File: config.mk
export PLATFORM = sky130hd
export DESIGN_NAME = ssrc_ctrl_flat
export DESIGN_NICKNAME = d
export VERILOG_FILES = /design/src/logic/ssrc_pkg.sv /design/src/logic/ssrc_if.sv /design/src/logic/ssrc_ctrl.sv /design/src/flat_wrapper.sv
export SDC_FILE = /design/constraint.sdc
export NUM_CORES = 1
export LEC_CHECK = 0
export BUFFER_PORTS_ARGS = -buffer_cell sky130_fd_sc_hd__buf_2
export CAP_MARGIN = 10
export CORE_ASPECT_RATIO = 0.8
export CORE_MARGIN = 2
export CORE_UTILIZATION = 55
export DETAILED_ROUTE_END_ITERATION = 8
export GPL_TIMING_DRIVEN = 0
export MAX_ROUTING_LAYER = met4
export PLACE_DENSITY = 0.85
export SYNTH_ARGS = -nofsm -noshare
export SYNTH_HDL_FRONTEND = slang
export SYNTH_SLANG_ARGS = --single-unit
File: constraint.sdc
create_clock -name ref_clk -period 3.1 [get_ports ref_clk]
set_input_delay 0.31 -clock ref_clk [delete_from_list [all_inputs] [get_ports ref_clk]]
set_output_delay 0.31 -clock ref_clk [all_outputs]
set_load 0.03 [all_outputs]
File: src/logic/ssrc_pkg.sv
// package: shared constants and types of the sdram side-band refresh control
package ssrc_pkg;
  localparam int unsigned CLK_PERIOD_NS = 8;
  // self-refresh entry and exit settle times in ns
  localparam int unsigned SR_ENTRY_NS = 80;
  localparam int unsigned SR_EXIT_NS = 200;
  localparam int unsigned SR_ENTRY_CYC = (SR_ENTRY_NS + CLK_PERIOD_NS - 1) / CLK_PERIOD_NS;
  localparam int unsigned SR_EXIT_CYC = (SR_EXIT_NS + CLK_PERIOD_NS - 1) / CLK_PERIOD_NS;
  localparam int unsigned MAX_REF_RUN = 9;
  localparam int unsigned CSR_DW = 32;
  localparam int unsigned CSR_AW = 8;
  localparam int unsigned CNT_W = 8;
  // csr byte addresses, one 32-bit word apart
  localparam logic [CSR_AW-1:0] CSR_CTRL = 8'h00;
  localparam logic [CSR_AW-1:0] CSR_TIMING = 8'h04;
  localparam logic [CSR_AW-1:0] CSR_ADDRW = 8'h08;
  localparam logic [CSR_AW-1:0] CSR_STATUS = 8'h0C;
  localparam logic [CSR_DW-1:0] CTRL_RST = 32'h0000_0000;
  localparam logic [CSR_DW-1:0] TIMING_RST = 32'h0000_0000;
  localparam logic [CSR_DW-1:0] ADDRW_RST = 32'h0000_0000;
  localparam int unsigned CTRL_BLOCK_Q_BIT = 0;
  localparam int unsigned STAT_SR_BIT = 0;
  localparam int unsigned STAT_RUN_LSB = 4;
  localparam int unsigned STAT_RUN_W = 4;
  typedef enum logic [1:0] {CMD_NOP, CMD_REF, CMD_SR_ENTER, CMD_SR_EXIT} ssrc_cmd_e;
endpackage : ssrc_pkg

File: src/logic/ssrc_if.sv
// interface: side-band handshakes and csr port between user logic and controller
`timescale 1ns/1ps
`default_nettype none
interface ssrc_if;
  logic sr_req;
  logic sr_ack;
  logic ref_req;
  logic ref_ack;
  logic csr_read;
  logic csr_write;
  logic [ssrc_pkg::CSR_AW-1:0] csr_addr;
  logic [ssrc_pkg::CSR_DW-1:0] csr_wdata;
  logic [ssrc_pkg::CSR_DW-1:0] csr_rdata;
  logic csr_rvalid;
  logic csr_waitreq;
  modport ctrl (input sr_req, ref_req, csr_read, csr_write, csr_addr, csr_wdata,
                output sr_ack, ref_ack, csr_rdata, csr_rvalid, csr_waitreq);
  modport user (output sr_req, ref_req, csr_read, csr_write, csr_addr, csr_wdata,
                input sr_ack, ref_ack, csr_rdata, csr_rvalid, csr_waitreq);
endinterface : ssrc_if
`default_nettype wire

File: src/logic/ssrc_ctrl.sv
// controller end: self-refresh, user refresh and csr side-band logic
`timescale 1ns/1ps
`default_nettype none
// Functional notes
// - request enters self-refresh, then acknowledge
// - release exits; ack drops after exit
// - handshakes live on the main clock
// - user refresh beats queued reads/writes
// - one-cycle ack after refresh issued
// - held request gives a refresh every second cycle
// - refresh runs capped at nine
// - csr slave 32-bit, fixed address width
// - csr on main clock, data-synchronous
// - csr changes timing, widths, behaviour live
// - each feature removable at build time
module ssrc_ctrl #(
  parameter bit EN_SR = 1'b1,
  parameter bit EN_REF = 1'b1,
  parameter bit EN_CSR = 1'b1
) (
  input wire logic ref_clk,               // main controller clock
  input wire logic resetn,                // async reset, active low
  ssrc_if.ctrl bus,                       // user side-band and csr
  input wire logic q_pending,             // reads/writes waiting in queue
  input wire logic cmd_ready,             // memory command path can take a command
  output ssrc_pkg::ssrc_cmd_e cmd_out,    // side-band command to memory path
  output logic q_hold,                    // stall the read/write queue
  output logic [ssrc_pkg::CSR_DW-1:0] timing_cfg, // live timing setting
  output logic [ssrc_pkg::CSR_DW-1:0] addrw_cfg   // live address width setting
);
  import ssrc_pkg::*;

  typedef enum logic [2:0] {ST_IDLE, ST_ENTER, ST_IN_SR, ST_EXIT, ST_REF} ssrc_state_e;

  ssrc_state_e state_ff, nxt_state;
  logic [CNT_W-1:0] wait_ff, nxt_wait;
  logic [3:0] run_ff, nxt_run;
  logic sr_ack_ff, nxt_sr_ack;
  logic ref_ack_ff;
  logic [CSR_DW-1:0] ctrl_ff, timing_ff, addrw_ff, rdata_ff;
  logic rvalid_ff;

  wire sr_want = EN_SR && bus.sr_req;
  wire ref_want = EN_REF && bus.ref_req && (run_ff < 4'(MAX_REF_RUN));
  wire ref_fire = (state_ff == ST_REF) && cmd_ready;
  wire sr_fire = (state_ff == ST_ENTER) && cmd_ready && (wait_ff == '0);
  wire exit_fire = (state_ff == ST_EXIT) && cmd_ready && (wait_ff == '0);

  // refresh and self-refresh own the command path; the queue waits
  assign q_hold = (state_ff != ST_IDLE) || ref_want || sr_want
                  || (EN_CSR && ctrl_ff[CTRL_BLOCK_Q_BIT]);
  assign cmd_out = ref_fire ? CMD_REF :
                   sr_fire ? CMD_SR_ENTER :
                   exit_fire ? CMD_SR_EXIT : CMD_NOP;

  always_comb
  begin
    nxt_state = state_ff;
    nxt_wait = (wait_ff != '0) ? wait_ff - 1'b1 : wait_ff;
    nxt_run = run_ff;
    nxt_sr_ack = sr_ack_ff;
    unique case (state_ff)
      ST_IDLE:
      begin
        if (!bus.ref_req)
          nxt_run = '0;
        if (ref_want)
          nxt_state = ST_REF;
        else if (sr_want)
        begin
          nxt_state = ST_ENTER;
          nxt_wait = CNT_W'(SR_ENTRY_CYC);
        end
      end
      ST_REF:
        if (ref_fire)
        begin
          nxt_run = run_ff + 1'b1;
          nxt_state = ST_IDLE;
        end
      ST_ENTER:
        if (sr_fire)
        begin
          nxt_state = ST_IN_SR;
          nxt_sr_ack = 1'b1;
        end
      ST_IN_SR:
        if (!bus.sr_req)
        begin
          nxt_state = ST_EXIT;
          nxt_wait = CNT_W'(SR_EXIT_CYC);
        end
      ST_EXIT:
        if (exit_fire)
        begin
          nxt_state = ST_IDLE;
          nxt_sr_ack = 1'b0;
        end
      default:
        nxt_state = ST_IDLE;
    endcase
  end

  always_ff @(posedge ref_clk or negedge resetn)
  begin
    if (!resetn)
    begin
      state_ff <= ST_IDLE;
      wait_ff <= '0;
      run_ff <= '0;
      sr_ack_ff <= 1'b0;
      ref_ack_ff <= 1'b0;
    end
    else
    begin
      state_ff <= nxt_state;
      wait_ff <= nxt_wait;
      run_ff <= nxt_run;
      sr_ack_ff <= nxt_sr_ack;
      ref_ack_ff <= ref_fire;
    end
  end

  assign bus.sr_ack = sr_ack_ff;
  assign bus.ref_ack = ref_ack_ff;

  // csr slave: one-cycle write, read data one cycle after the read strobe
  wire csr_wr = EN_CSR && bus.csr_write;
  wire csr_rd = EN_CSR && bus.csr_read;
  wire [CSR_DW-1:0] status_word = {{(CSR_DW-STAT_RUN_LSB-STAT_RUN_W){1'b0}}, run_ff,
                                   {(STAT_RUN_LSB-1){1'b0}}, sr_ack_ff};
  wire [CSR_DW-1:0] rd_mux = (bus.csr_addr == CSR_CTRL) ? ctrl_ff :
                             (bus.csr_addr == CSR_TIMING) ? timing_ff :
                             (bus.csr_addr == CSR_ADDRW) ? addrw_ff :
                             (bus.csr_addr == CSR_STATUS) ? status_word : '0;

  always_ff @(posedge ref_clk or negedge resetn)
  begin
    if (!resetn)
    begin
      ctrl_ff <= CTRL_RST;
      timing_ff <= TIMING_RST;
      addrw_ff <= ADDRW_RST;
      rdata_ff <= '0;
      rvalid_ff <= 1'b0;
    end
    else
    begin
      if (csr_wr && bus.csr_addr == CSR_CTRL)
        ctrl_ff <= bus.csr_wdata;
      if (csr_wr && bus.csr_addr == CSR_TIMING)
        timing_ff <= bus.csr_wdata;
      if (csr_wr && bus.csr_addr == CSR_ADDRW)
        addrw_ff <= bus.csr_wdata;
      rdata_ff <= csr_rd ? rd_mux : '0;
      rvalid_ff <= csr_rd;
    end
  end

  assign bus.csr_rdata = rdata_ff;
  assign bus.csr_rvalid = rvalid_ff;
  assign bus.csr_waitreq = 1'b0;
  assign timing_cfg = timing_ff;
  assign addrw_cfg = addrw_ff;
endmodule : ssrc_ctrl
`default_nettype wire

File: src/flat_wrapper.sv
// flat-port wrapper written by rule: the top's interface ports become plain ports
module ssrc_ctrl_flat import ssrc_pkg::*;
#(
  parameter bit EN_SR = 1'b1,
  parameter bit EN_REF = 1'b1,
  parameter bit EN_CSR = 1'b1
)
  (ref_clk, resetn, q_pending, cmd_ready, cmd_out, q_hold, timing_cfg, addrw_cfg, bus_sr_req, bus_ref_req, bus_csr_read, bus_csr_write, bus_csr_addr, bus_csr_wdata, bus_sr_ack, bus_ref_ack, bus_csr_rdata, bus_csr_rvalid, bus_csr_waitreq);
  ssrc_if bus_i ();
  input wire logic ref_clk;
  input wire logic resetn;
  input wire logic q_pending;
  input wire logic cmd_ready;
  output ssrc_pkg::ssrc_cmd_e cmd_out;
  output logic q_hold;
  output logic [ssrc_pkg::CSR_DW-1:0] timing_cfg;
  output logic [ssrc_pkg::CSR_DW-1:0] addrw_cfg;
  input wire logic [$bits(bus_i.sr_req)-1:0] bus_sr_req;
  input wire logic [$bits(bus_i.ref_req)-1:0] bus_ref_req;
  input wire logic [$bits(bus_i.csr_read)-1:0] bus_csr_read;
  input wire logic [$bits(bus_i.csr_write)-1:0] bus_csr_write;
  input wire logic [$bits(bus_i.csr_addr)-1:0] bus_csr_addr;
  input wire logic [$bits(bus_i.csr_wdata)-1:0] bus_csr_wdata;
  output wire logic [$bits(bus_i.sr_ack)-1:0] bus_sr_ack;
  output wire logic [$bits(bus_i.ref_ack)-1:0] bus_ref_ack;
  output wire logic [$bits(bus_i.csr_rdata)-1:0] bus_csr_rdata;
  output wire logic [$bits(bus_i.csr_rvalid)-1:0] bus_csr_rvalid;
  output wire logic [$bits(bus_i.csr_waitreq)-1:0] bus_csr_waitreq;
  assign bus_i.sr_req = bus_sr_req;
  assign bus_i.ref_req = bus_ref_req;
  assign bus_i.csr_read = bus_csr_read;
  assign bus_i.csr_write = bus_csr_write;
  assign bus_i.csr_addr = bus_csr_addr;
  assign bus_i.csr_wdata = bus_csr_wdata;
  assign bus_sr_ack = bus_i.sr_ack;
  assign bus_ref_ack = bus_i.ref_ack;
  assign bus_csr_rdata = bus_i.csr_rdata;
  assign bus_csr_rvalid = bus_i.csr_rvalid;
  assign bus_csr_waitreq = bus_i.csr_waitreq;
  ssrc_ctrl #(.EN_SR(EN_SR), .EN_REF(EN_REF), .EN_CSR(EN_CSR)) u_core (.ref_clk(ref_clk), .resetn(resetn), .bus(bus_i), .q_pending(q_pending), .cmd_ready(cmd_ready), .cmd_out(cmd_out), .q_hold(q_hold), .timing_cfg(timing_cfg), .addrw_cfg(addrw_cfg));
endmodule
; Word level (Yosys, flattened, before mapping)
; Index checks and enable logic that the tools add are counted.
[word_totals]
in_bits = 48
register_bits = 146
output_inout_bits = 103
[op_classes]
mux = 26
magnitude_cmp = 1
n_addsub = 2
n_reduce_logical = 22
n_eq_ne = 13
[ops]
columns = cell, count
row1 = 2-to-1 mux 32 bit, 4
row2 = 2-to-1 mux 8 bit, 5
row3 = 2-to-1 mux 3 bit, 6
row4 = "equality test 8 x 4 -> 1 bit, second input constant", 2
row5 = zero test 8 bit, 2
row6 = case mux 8 bit (2 select lines), 1
row7 = case mux 3 bit (5 select lines), 1
row8 = logical AND 1 bit, 9
row9 = "equality test 8 x 3 -> 1 bit, second input constant", 1
row10 = 2-to-1 mux 4 bit, 2
row11 = case mux 4 bit (2 select lines), 1
row12 = nonzero test 8 bit, 1
row13 = "subtractor 8 x 1 -> 8 bit, second input constant", 1
row14 = "equality test 3 x 2 -> 1 bit, second input constant", 2
row15 = 2-to-1 mux 2 bit, 3
row16 = "inequality test 2 x 1 -> 1 bit, second input constant", 3
row17 = AND reduction 3 bit, 2
row18 = AND reduction 5 bit, 1
row19 = "adder 4 x 1 -> 4 bit, second input constant", 1
row20 = "< comparator 4 bit, second input constant", 1
row21 = "inequality test 2 bit, second input constant", 2
row22 = nonzero test 2 bit, 2
row23 = "equality test 3 x 1 -> 1 bit, second input constant", 1
row24 = "equality test 3 bit, second input constant", 1
row25 = other kinds (6), 9

; Depth between registers and ports, before layout
; Gate-level depths: netlist of run 1.
[depth]
word_depth = 6
ltp_mapped = 7
depth_no_buf = 6

; Worst setup path before layout of run 1
; Ideal clock, no wire load.
[synth_path]
path_kind = register to output
start = reg u_core.wait_ff[0]
end = out cmd_out[0]
path_slack_ns = 0.759
stages_incl_launch_ff = 8
t_arrival_ns = 2.031
n_path_buf = 1
t_required_ns = 2.790
path_cell_list = dfrtp_1 > inv_1 > ha_1 > or3b_2 > clkbuf_1 > nor2_2 > a32oi_1 > nor2b_1
[synth_between]
elab_chain_len = 5
word_cells_on_any_way = 6
classes_between = mux (3) / reduce/logical (3)
[synth_lines]
columns = element, line_no
row1 = from (decl), ssrc_ctrl.sv:36  ; logic [CNT_W-1:0] wait_ff, nxt_wait;
row2 = from (signal assigned), ssrc_ctrl.sv:117  ; wait_ff <= nxt_wait;
row3 = zero test 8 bit (*), "ssrc_ctrl.sv:46, ssrc_ctrl.sv:47"
row4 = logical AND 1 bit, ssrc_ctrl.sv:47  ; wire exit_fire = (state_ff == ST_EXIT) && cmd_ready && (wait_ff == '0);
row5 = 2-to-1 mux 2 bit, ssrc_ctrl.sv:54  ; exit_fire ? CMD_SR_EXIT : CMD_NOP;
row6 = 2-to-1 mux 2 bit (*), ssrc_ctrl.sv:53  ; sr_fire ? CMD_SR_ENTER :
row7 = 2-to-1 mux 2 bit (*), ssrc_ctrl.sv:52  ; assign cmd_out = ref_fire ? CMD_REF :
row8 = to (decl), flat_wrapper.sv:14  ; output ssrc_pkg::ssrc_cmd_e cmd_out;
; Mark *: on every way between the ends. The rest lies on a longest branch, timed or not.

; Worst setup path after layout of run 1
; Ends and elaborated chain as after synthesis.

==> results of run 1 <==
## metal layers
layer  GRT usage [%]  vias to the layer above
li1                -                     2113
met1            33.1                     2343
met2            42.6                      173
met3            7.68                       30
met4            8.21                        0
met5               -                        -
## flip-flops by register name, indices dropped and copies added, names as in the netlist
| register | flops |
|---|---|
| u_core.addrw_cfg | 32 |
| u_core.bus.csr_rdata | 32 |
| u_core.bus.csr_rvalid | 1 |
| u_core.bus.ref_ack | 1 |
| u_core.bus.sr_ack | 1 |
| u_core.ctrl_ff | 32 |
| u_core.run_ff | 4 |
| u_core.state_ff | 3 |
| u_core.timing_cfg | 32 |
| u_core.wait_ff | 8 |
## logic make-up after synthesis
family          Yosys count
xor+xnor                  6
compound gates           79
mux                     105
flops                   146
fa+ha+maj                 3
other cells               1
simple gates             89
buf+inv                  69
## layout make-up
type                    count  area [um2]
plain buffers              35         204
clock buffers              20         457
clock inverters            12         130
fillers                   796        3490
inverters                  34         128
multi-input cells         283        2410
flip-flops and latches    146        3650
well taps                 148         185
repair buffers            148         774
## worst min-delay path by stage
| stage | start | slack [ns] | endpoint | cells after the start |
|---|---|---|---|---|
| global route | bus_csr_read | 0.005 | u_core.bus.csr_rvalid | 1 |
| detailed placement | resetn | 0.37 | u_core.timing_cfg[18] | 1 |
| CTS | bus_csr_read | 0.009 | u_core.bus.csr_rvalid | 1 |
| finish | bus_csr_read | 0.02 | u_core.bus.csr_rvalid | 1 |
| global placement | bus_csr_read | 0.44 | u_core.bus.csr_rvalid | 1 |
| floorplan | resetn | 0.01 | u_core.addrw_cfg[0] | 0 |
## cell usage after synthesis (all sizes together)
master,count,area share [%]
dfrtp,146,57
mux2,98,17
inv,34,2.0
nor2b,34,3.3
a21oi,29,2.3
o221a,27,4.8
clkbuf,23,1.4
buf,12,1.8
nand2,11,0.65
nor3,9,0.70
nor2,8,0.51
mux2i,7,1.1
o21ai,7,0.55
and3,5,0.49
nand2b,5,0.49
o2111a,5,0.88
xnor2,5,0.68
a22o,4,0.55
nor4,4,0.39
a21o,3,0.35
ha,3,0.59
nand3,3,0.23
or4,3,0.41
nand4,2,0.20
or3,2,0.20
a32oi,1,0.14
conb,1,0.059
nand4b,1,0.14
nor4b,1,0.14
o21a,1,0.12
o21bai,1,0.12
o31ai,1,0.12
or3b,1,0.14
xor2,1,0.14
## per-stage QoR
stage / TNS, ns / std cells / instance area [um2] / power, mW / utilization (%)
after detailed placement: 0 / 793 / 7340 / 2.94 / 64.2
after global routing: 0 / 826 / 7940 / 5.15 / 69.5
final: 0 / 826 / 7940 / 4.94 / 69.5
after CTS: 0 / 826 / 7940 / 4.96 / 69.5
after global placement: -28.73 / 792 / 7310 / 2.88 / 64.0
after floorplan: 0 / 498 / 6390 / 2.68 / -
## what timing repair did
action,in CTS,in global routing
hold endpoints to repair,72,0
resized for setup,0,0
hold buffers,1,0
## worst max-delay path, cell delays in order (launching register included)
cell and delay, ns:
dfrtp_1 0.42, inv_1 0.07, ha_1 0.17, or3b_2 0.44, clkbuf_1 0.19, nor2_2 0.36, a32oi_1 0.18, nor2b_1 0.12
buf_2 0.20
## power by group
group	internal, mW	switching, mW
clock	1.23	0.792
sequential	2.04	0.126
combinational	0.298	0.451
total	3.57	1.37
==> reports/results.tsv, run 1 <==
stage	metric	value	unit
global_route	first_global_vias	4792	
finish	final_common_cell	buf_2	
synth	avgSynthCellArea	12.8	um2
route	maxUsedRoutingLayer	met4	
global_route	grt_overflow	0	
cts	cts_num_sinks	146	
floorplan	die_area	12500	um2
sta	whs	0.0220	ns
setup_path	timing.setup.critical_path_class	reg2out	
route	avgRoutedWirePerCell	18.9	um
setup_path	worst_reg2reg_setup_slack	0.86	ns
synth	seq_area_frac_synth	57.1	%
synth	share_of_synthesized_area_spent_on_multiplexers	18.4	%
placement	detailed_place_hpwl	10700	um
sta	worst_slew_margin_rel	50.7	%
sta	timing_worst_slew_pin_value	0.740	ns
cts	cts_inserted_buffers	17	
finish	area.growth.synth_to_final	24.2	%
synth	yosys_register_bits	146	
route	detailroute.wirelength.met2	7620	um
placement	gp_routability_congestion	0.827	
route	drt_pass1_iterations	4	
power_and_ir_drop	pwr_density_cell	622	nW/um2
route	detail_route.vias_per_cell	5.64	
global_route	grt_pass1_wl	24800	um
cts	cts_setup_buffers	0	
sta	skew	0.0104	ns
floorplan	boundaryPins	151	
finish	antenna_cells_inserted	0	
setup_path	worst_r2r_endpoint	u_core.wait_ff[1]	
synth	netlist_instances	498	
sta	finalSetupViolations	0	
route	drc	0	
synth	post_synth_xor_area_fraction	0.822	%
finish	drive_gt1_share	42.3	%
finish	mostFrequentLayoutCells	buf_2, dfrtp_1, mux2_2	
synth	synth.net_count	549	
sta	finalCritPeriodShare	92.7	%
global_route	grt_max_degree	75	
min_path	worstHoldPathType	in2reg	
setup_path	kind_of_end_point_of_the_critical_path	output port	
floorplan	dieWidth	125	um
synth	synthAdderAreaFrac	0.587	%
sta	setup_repair_after_global_routing_missed_its_margin	false	
placement	post-place-ws	0.714	ns
setup_path	worst_ep_arrival_time	2.57	ns
setup_path	worstRegToRegCells	7	
floorplan	core_area	11400	um2
floorplan	fp-row-count	35	
cts	clk_path_buf_depth	2	
synth	synth_compound_gate_area_share	9.84	%
synth	synth_cell_type_count	42	
route	route.vias.total	4659	
finish	num-nets-final	716	
setup_path	worst_setup_path_startpoint	u_core.wait_ff[0]	
global_route	antenna_found_initial	0	
synth	mappedNetlistArea	6390	um2
route	drt_wl_total	15600	um
cts	clk_transition_reported_paths	0.06	ns
setup_path	crit_end	cmd_out[0]	
sta	achievable-frequency	348	MHz
sta	finalHoldViolations	0	
synth	synth_top_family_by_area	multiplexers	
route	antenna_violating_nets_remaining	0	
cts	clock_latency_at_the_later_pin_of_the_worst_skew_pair	0.41	ns
placement	port_buffers	146	
cts	cts_tree	done	
flow_run	max-cap-violations	0	
setup_path	startpoint_class_of_the_critical_path	flop	
sta	finalMaxSlewViolations	0	
power_and_ir_drop	total_leakage_power	4.18	nW
power_and_ir_drop	max-vdd-ir-drop	0.000373	V
route	wl_met3	989	um
route	routedLengthMet1	6780	um
synth	post_synth_and_or_nand_nor_area_fraction	8.00	%
setup_path	beginning_of_the_worst_register_to_register_path	u_core.wait_ff[0]	
cts	clockRootBuffer	clkbuf_16	
floorplan	die_y_extent	100	um
floorplan	initial_core_util	55.9	%
sta	period_minus_slack	2.88	ns
outcome	status	complete, no violations	
sta	postLayoutSetupSlackWorst	0.225	ns
cts	h-tree-depth	4	
setup_path	cp_data_required_time	2.79	ns
route	drt_first_iter_violations	329	
global_route	globalRouteTotalUtil	26.5	%
synth	synth_warnings	0	
setup_path	critPathMaxFanout	7	
Note: power is estimated with default switching activity, not from simulation.
==> inputs of run 2 (changes only) <==
--- a/config.mk
+++ b/config.mk
@@ -14,6 +14,7 @@
 export GPL_TIMING_DRIVEN = 0
 export MAX_ROUTING_LAYER = met4
 export PLACE_DENSITY = 0.85
+export RECOVER_POWER = 100
 export SYNTH_ARGS = -nofsm -noshare
 export SYNTH_HDL_FRONTEND = slang
 export SYNTH_SLANG_ARGS = --single-unit
==> reports/results.tsv, run 2 (synthesis results as in run 1) <==
stage	metric	value	unit	change
floorplan	initial_core_util	55.9	%	unchanged
placement	port_buffers	146		unchanged
floorplan	die_area	12500	um2	unchanged
finish	layout.cells.non_filler	826		unchanged
route	drc	0		unchanged
finish	antenna_cells_inserted	0		unchanged
route	drt_first_iter_violations	343		was 329
setup_path	kind_of_end_point_of_the_critical_path	output port		unchanged
placement	place_inst	793		unchanged
sta	setup_repair_after_global_routing_missed_its_margin	false		unchanged
min_path	worstHoldPathType	in2reg		unchanged
cts	cts_num_sinks	146		unchanged
route	avgRoutedWirePerCell	18.8	um	was 18.9 um
sta	postLayoutSetupSlackWorst	0.204	ns	was 0.225 ns
setup_path	worst_reg2reg_setup_slack	0.86	ns	about the same
sta	whs	0.0258	ns	was 0.0220 ns
sta	achievable-frequency	345	MHz	was 348 MHz
power_and_ir_drop	pwr_density_cell	635	nW/um2	was 622 nW/um2
floorplan	core_area	11400	um2	unchanged
placement	post-place-ws	0.714	ns	unchanged
placement	detailed_place_hpwl	10700	um	unchanged
setup_path	cp_data_required_time	2.79	ns	about the same
global_route	first_global_vias	4792		unchanged
setup_path	worst_ep_arrival_time	2.59	ns	was 2.57 ns
setup_path	critical-path-max-stage-delay	0.44	ns	about the same
floorplan	boundaryPins	151		unchanged
setup_path	crit_path_max_delay_cell_type	or3b_2		unchanged
global_route	grt_pass1_wl	24800	um	unchanged
global_route	grt_max_degree	75		unchanged
sta	finalCritPeriodShare	93.4	%	was 92.7%
sta	finalSetupViolations	0		unchanged
cts	h-tree-depth	4		unchanged
placement	gp_routability_congestion	0.827		unchanged
route	drt_wl_total	15500	um	was 15,600 um
cts	clockRootBuffer	clkbuf_16		unchanged
setup_path	worstPathBufferInverterCount	3		unchanged
sta	worst_slew_margin_rel	-22.8	%	was 50.7%
sta	finalMaxSlewViolations	73		was 0
cts	cts_inserted_buffers	17		unchanged
floorplan	fp-row-count	35		unchanged
cts	clock_latency_at_the_later_pin_of_the_worst_skew_pair	0.41	ns	about the same
finish	final_common_cell	dfrtp_1		was buf_2
floorplan	die_y_extent	100	um	unchanged
sta	skew	0.0100	ns	was 0.0104 ns
finish	layout.core_utilization	67.8	%	was 69.5%
power_and_ir_drop	max-vdd-ir-drop	0.000372	V	was 0.000373 V
placement	dpl_cell_area	7340	um2	unchanged
global_route	grt_overflow	0		unchanged
global_route	globalRouteTotalUtil	26.5	%	unchanged
route	detail_route.vias_per_cell	5.59		was 5.64
finish	mostFrequentLayoutCells	dfrtp_1, clkbuf_1, mux2_2		was buf_2, dfrtp_1, mux2_2
outcome	violations_in_the_final_reports	max-capacitance violations, max-slew violations		
cts	cts-resized-gates	0		unchanged
setup_path	cp_cell_sequence	inv_1 > ha_1 > or3b_2 > clkbuf_1 > nor2_2 > a32oi_1 > nor2b_1 > clkbuf_2		was inv_1 > ha_1 > or3b_2 > clkbuf_1 > nor2_2 > a32oi_1 > nor2b_1 > buf_2
setup_path	crit_family	simple AND/OR/NAND/NOR gates		unchanged
cts	cts_tree	done		unchanged
global_route	antenna_found_initial	0		unchanged
finish	final_cell_area	7740	um2	was 7940 um2
setup_path	startpoint_class_of_the_critical_path	flop		unchanged
route	route.vias.total	4620		was 4,659
setup_path	timing.setup.critical_path_class	reg2out		unchanged
finish	drive_gt1_share	25.7	%	was 42.3%
cts	clk_path_buf_depth	2		unchanged
outcome	status	finished with violations		was complete, no violations
power_and_ir_drop	total_leakage_power	3.70	nW	was 4.18 nW
floorplan	dieWidth	125	um	unchanged
finish	num-nets-final	716		unchanged
finish	area.growth.synth_to_final	21.1	%	was 24.2%
sta	period_minus_slack	2.90	ns	was 2.88 ns
setup_path	critPathMaxFanout	7		unchanged
route	drt_pass1_iterations	5		was 4
route	antenna_violating_nets_remaining	0		unchanged
sta	finalHoldViolations	0		unchanged
flow_run	max-cap-violations	1		was 0
sta	timing_worst_slew_pin_value	1.84	ns	was 0.740 ns
cts	clk_transition_reported_paths	0.06	ns	about the same
## run 2: path summary, 6_finish.rpt
kind | from | cells past startpoint | to
worst max register to register | u_core.wait_ff[0] | 7 | u_core.wait_ff[1]
worst min-delay path | bus_csr_read | 1 | u_core.bus.csr_rvalid
worst min register to register | u_core.ctrl_ff[13] | 1 | u_core.ctrl_ff[13]
worst max-delay path | u_core.wait_ff[0] | 8 | cmd_out[0]
min in group asynchronous | resetn | 2 | u_core.timing_cfg[18]
max in group asynchronous | resetn | 2 | u_core.run_ff[1]
## run 2: power by group
part	leakage [nW]	internal, mW	switching (mW)
Sequential	2.00	2.04	0.127
Clock	0.287	1.23	0.790
Combinational	1.42	0.282	0.446
## run 2: layout make-up
cell class / count / area, um2
plain buffers: 35 / 146
repair buffers: 148 / 641
flip-flops and latches: 146 / 3650
inverters: 34 / 128
clock inverters: 12 / 130
multi-input cells: 283 / 2400
fillers: 866 / 3680
well taps: 148 / 185
clock buffers: 20 / 457
## run 2: stage by stage
step	power [mW]	TNS, ns
after floorplan	2.68	0
after detailed placement	2.94	0
after global placement	2.88	-28.73
after CTS	4.96	0
after global routing	5.14	0
final	4.92	0
## run 2: repair_timing
action / 4_1_cts / 5_1_grt
endpoints found under the hold margin: 72 / 0
hold buffers: 1 / 0
setup buffers: 0 / 0
## run 2: per-layer routing
| layer | share of wire [%] | routed length [um] | GRT usage (%) | vias up |
|---|---|---|---|---|
| met2 | 49 | 7670 | 42.6 | 171 |
| met5 | 0 | 0 | - | - |
| met1 | 43 | 6690 | 33.1 | 2323 |
| met4 | 1.2 | 194 | 8.21 | 0 |
| li1 | - | - | - | 2109 |
| met3 | 6.3 | 974 | 7.68 | 17 |
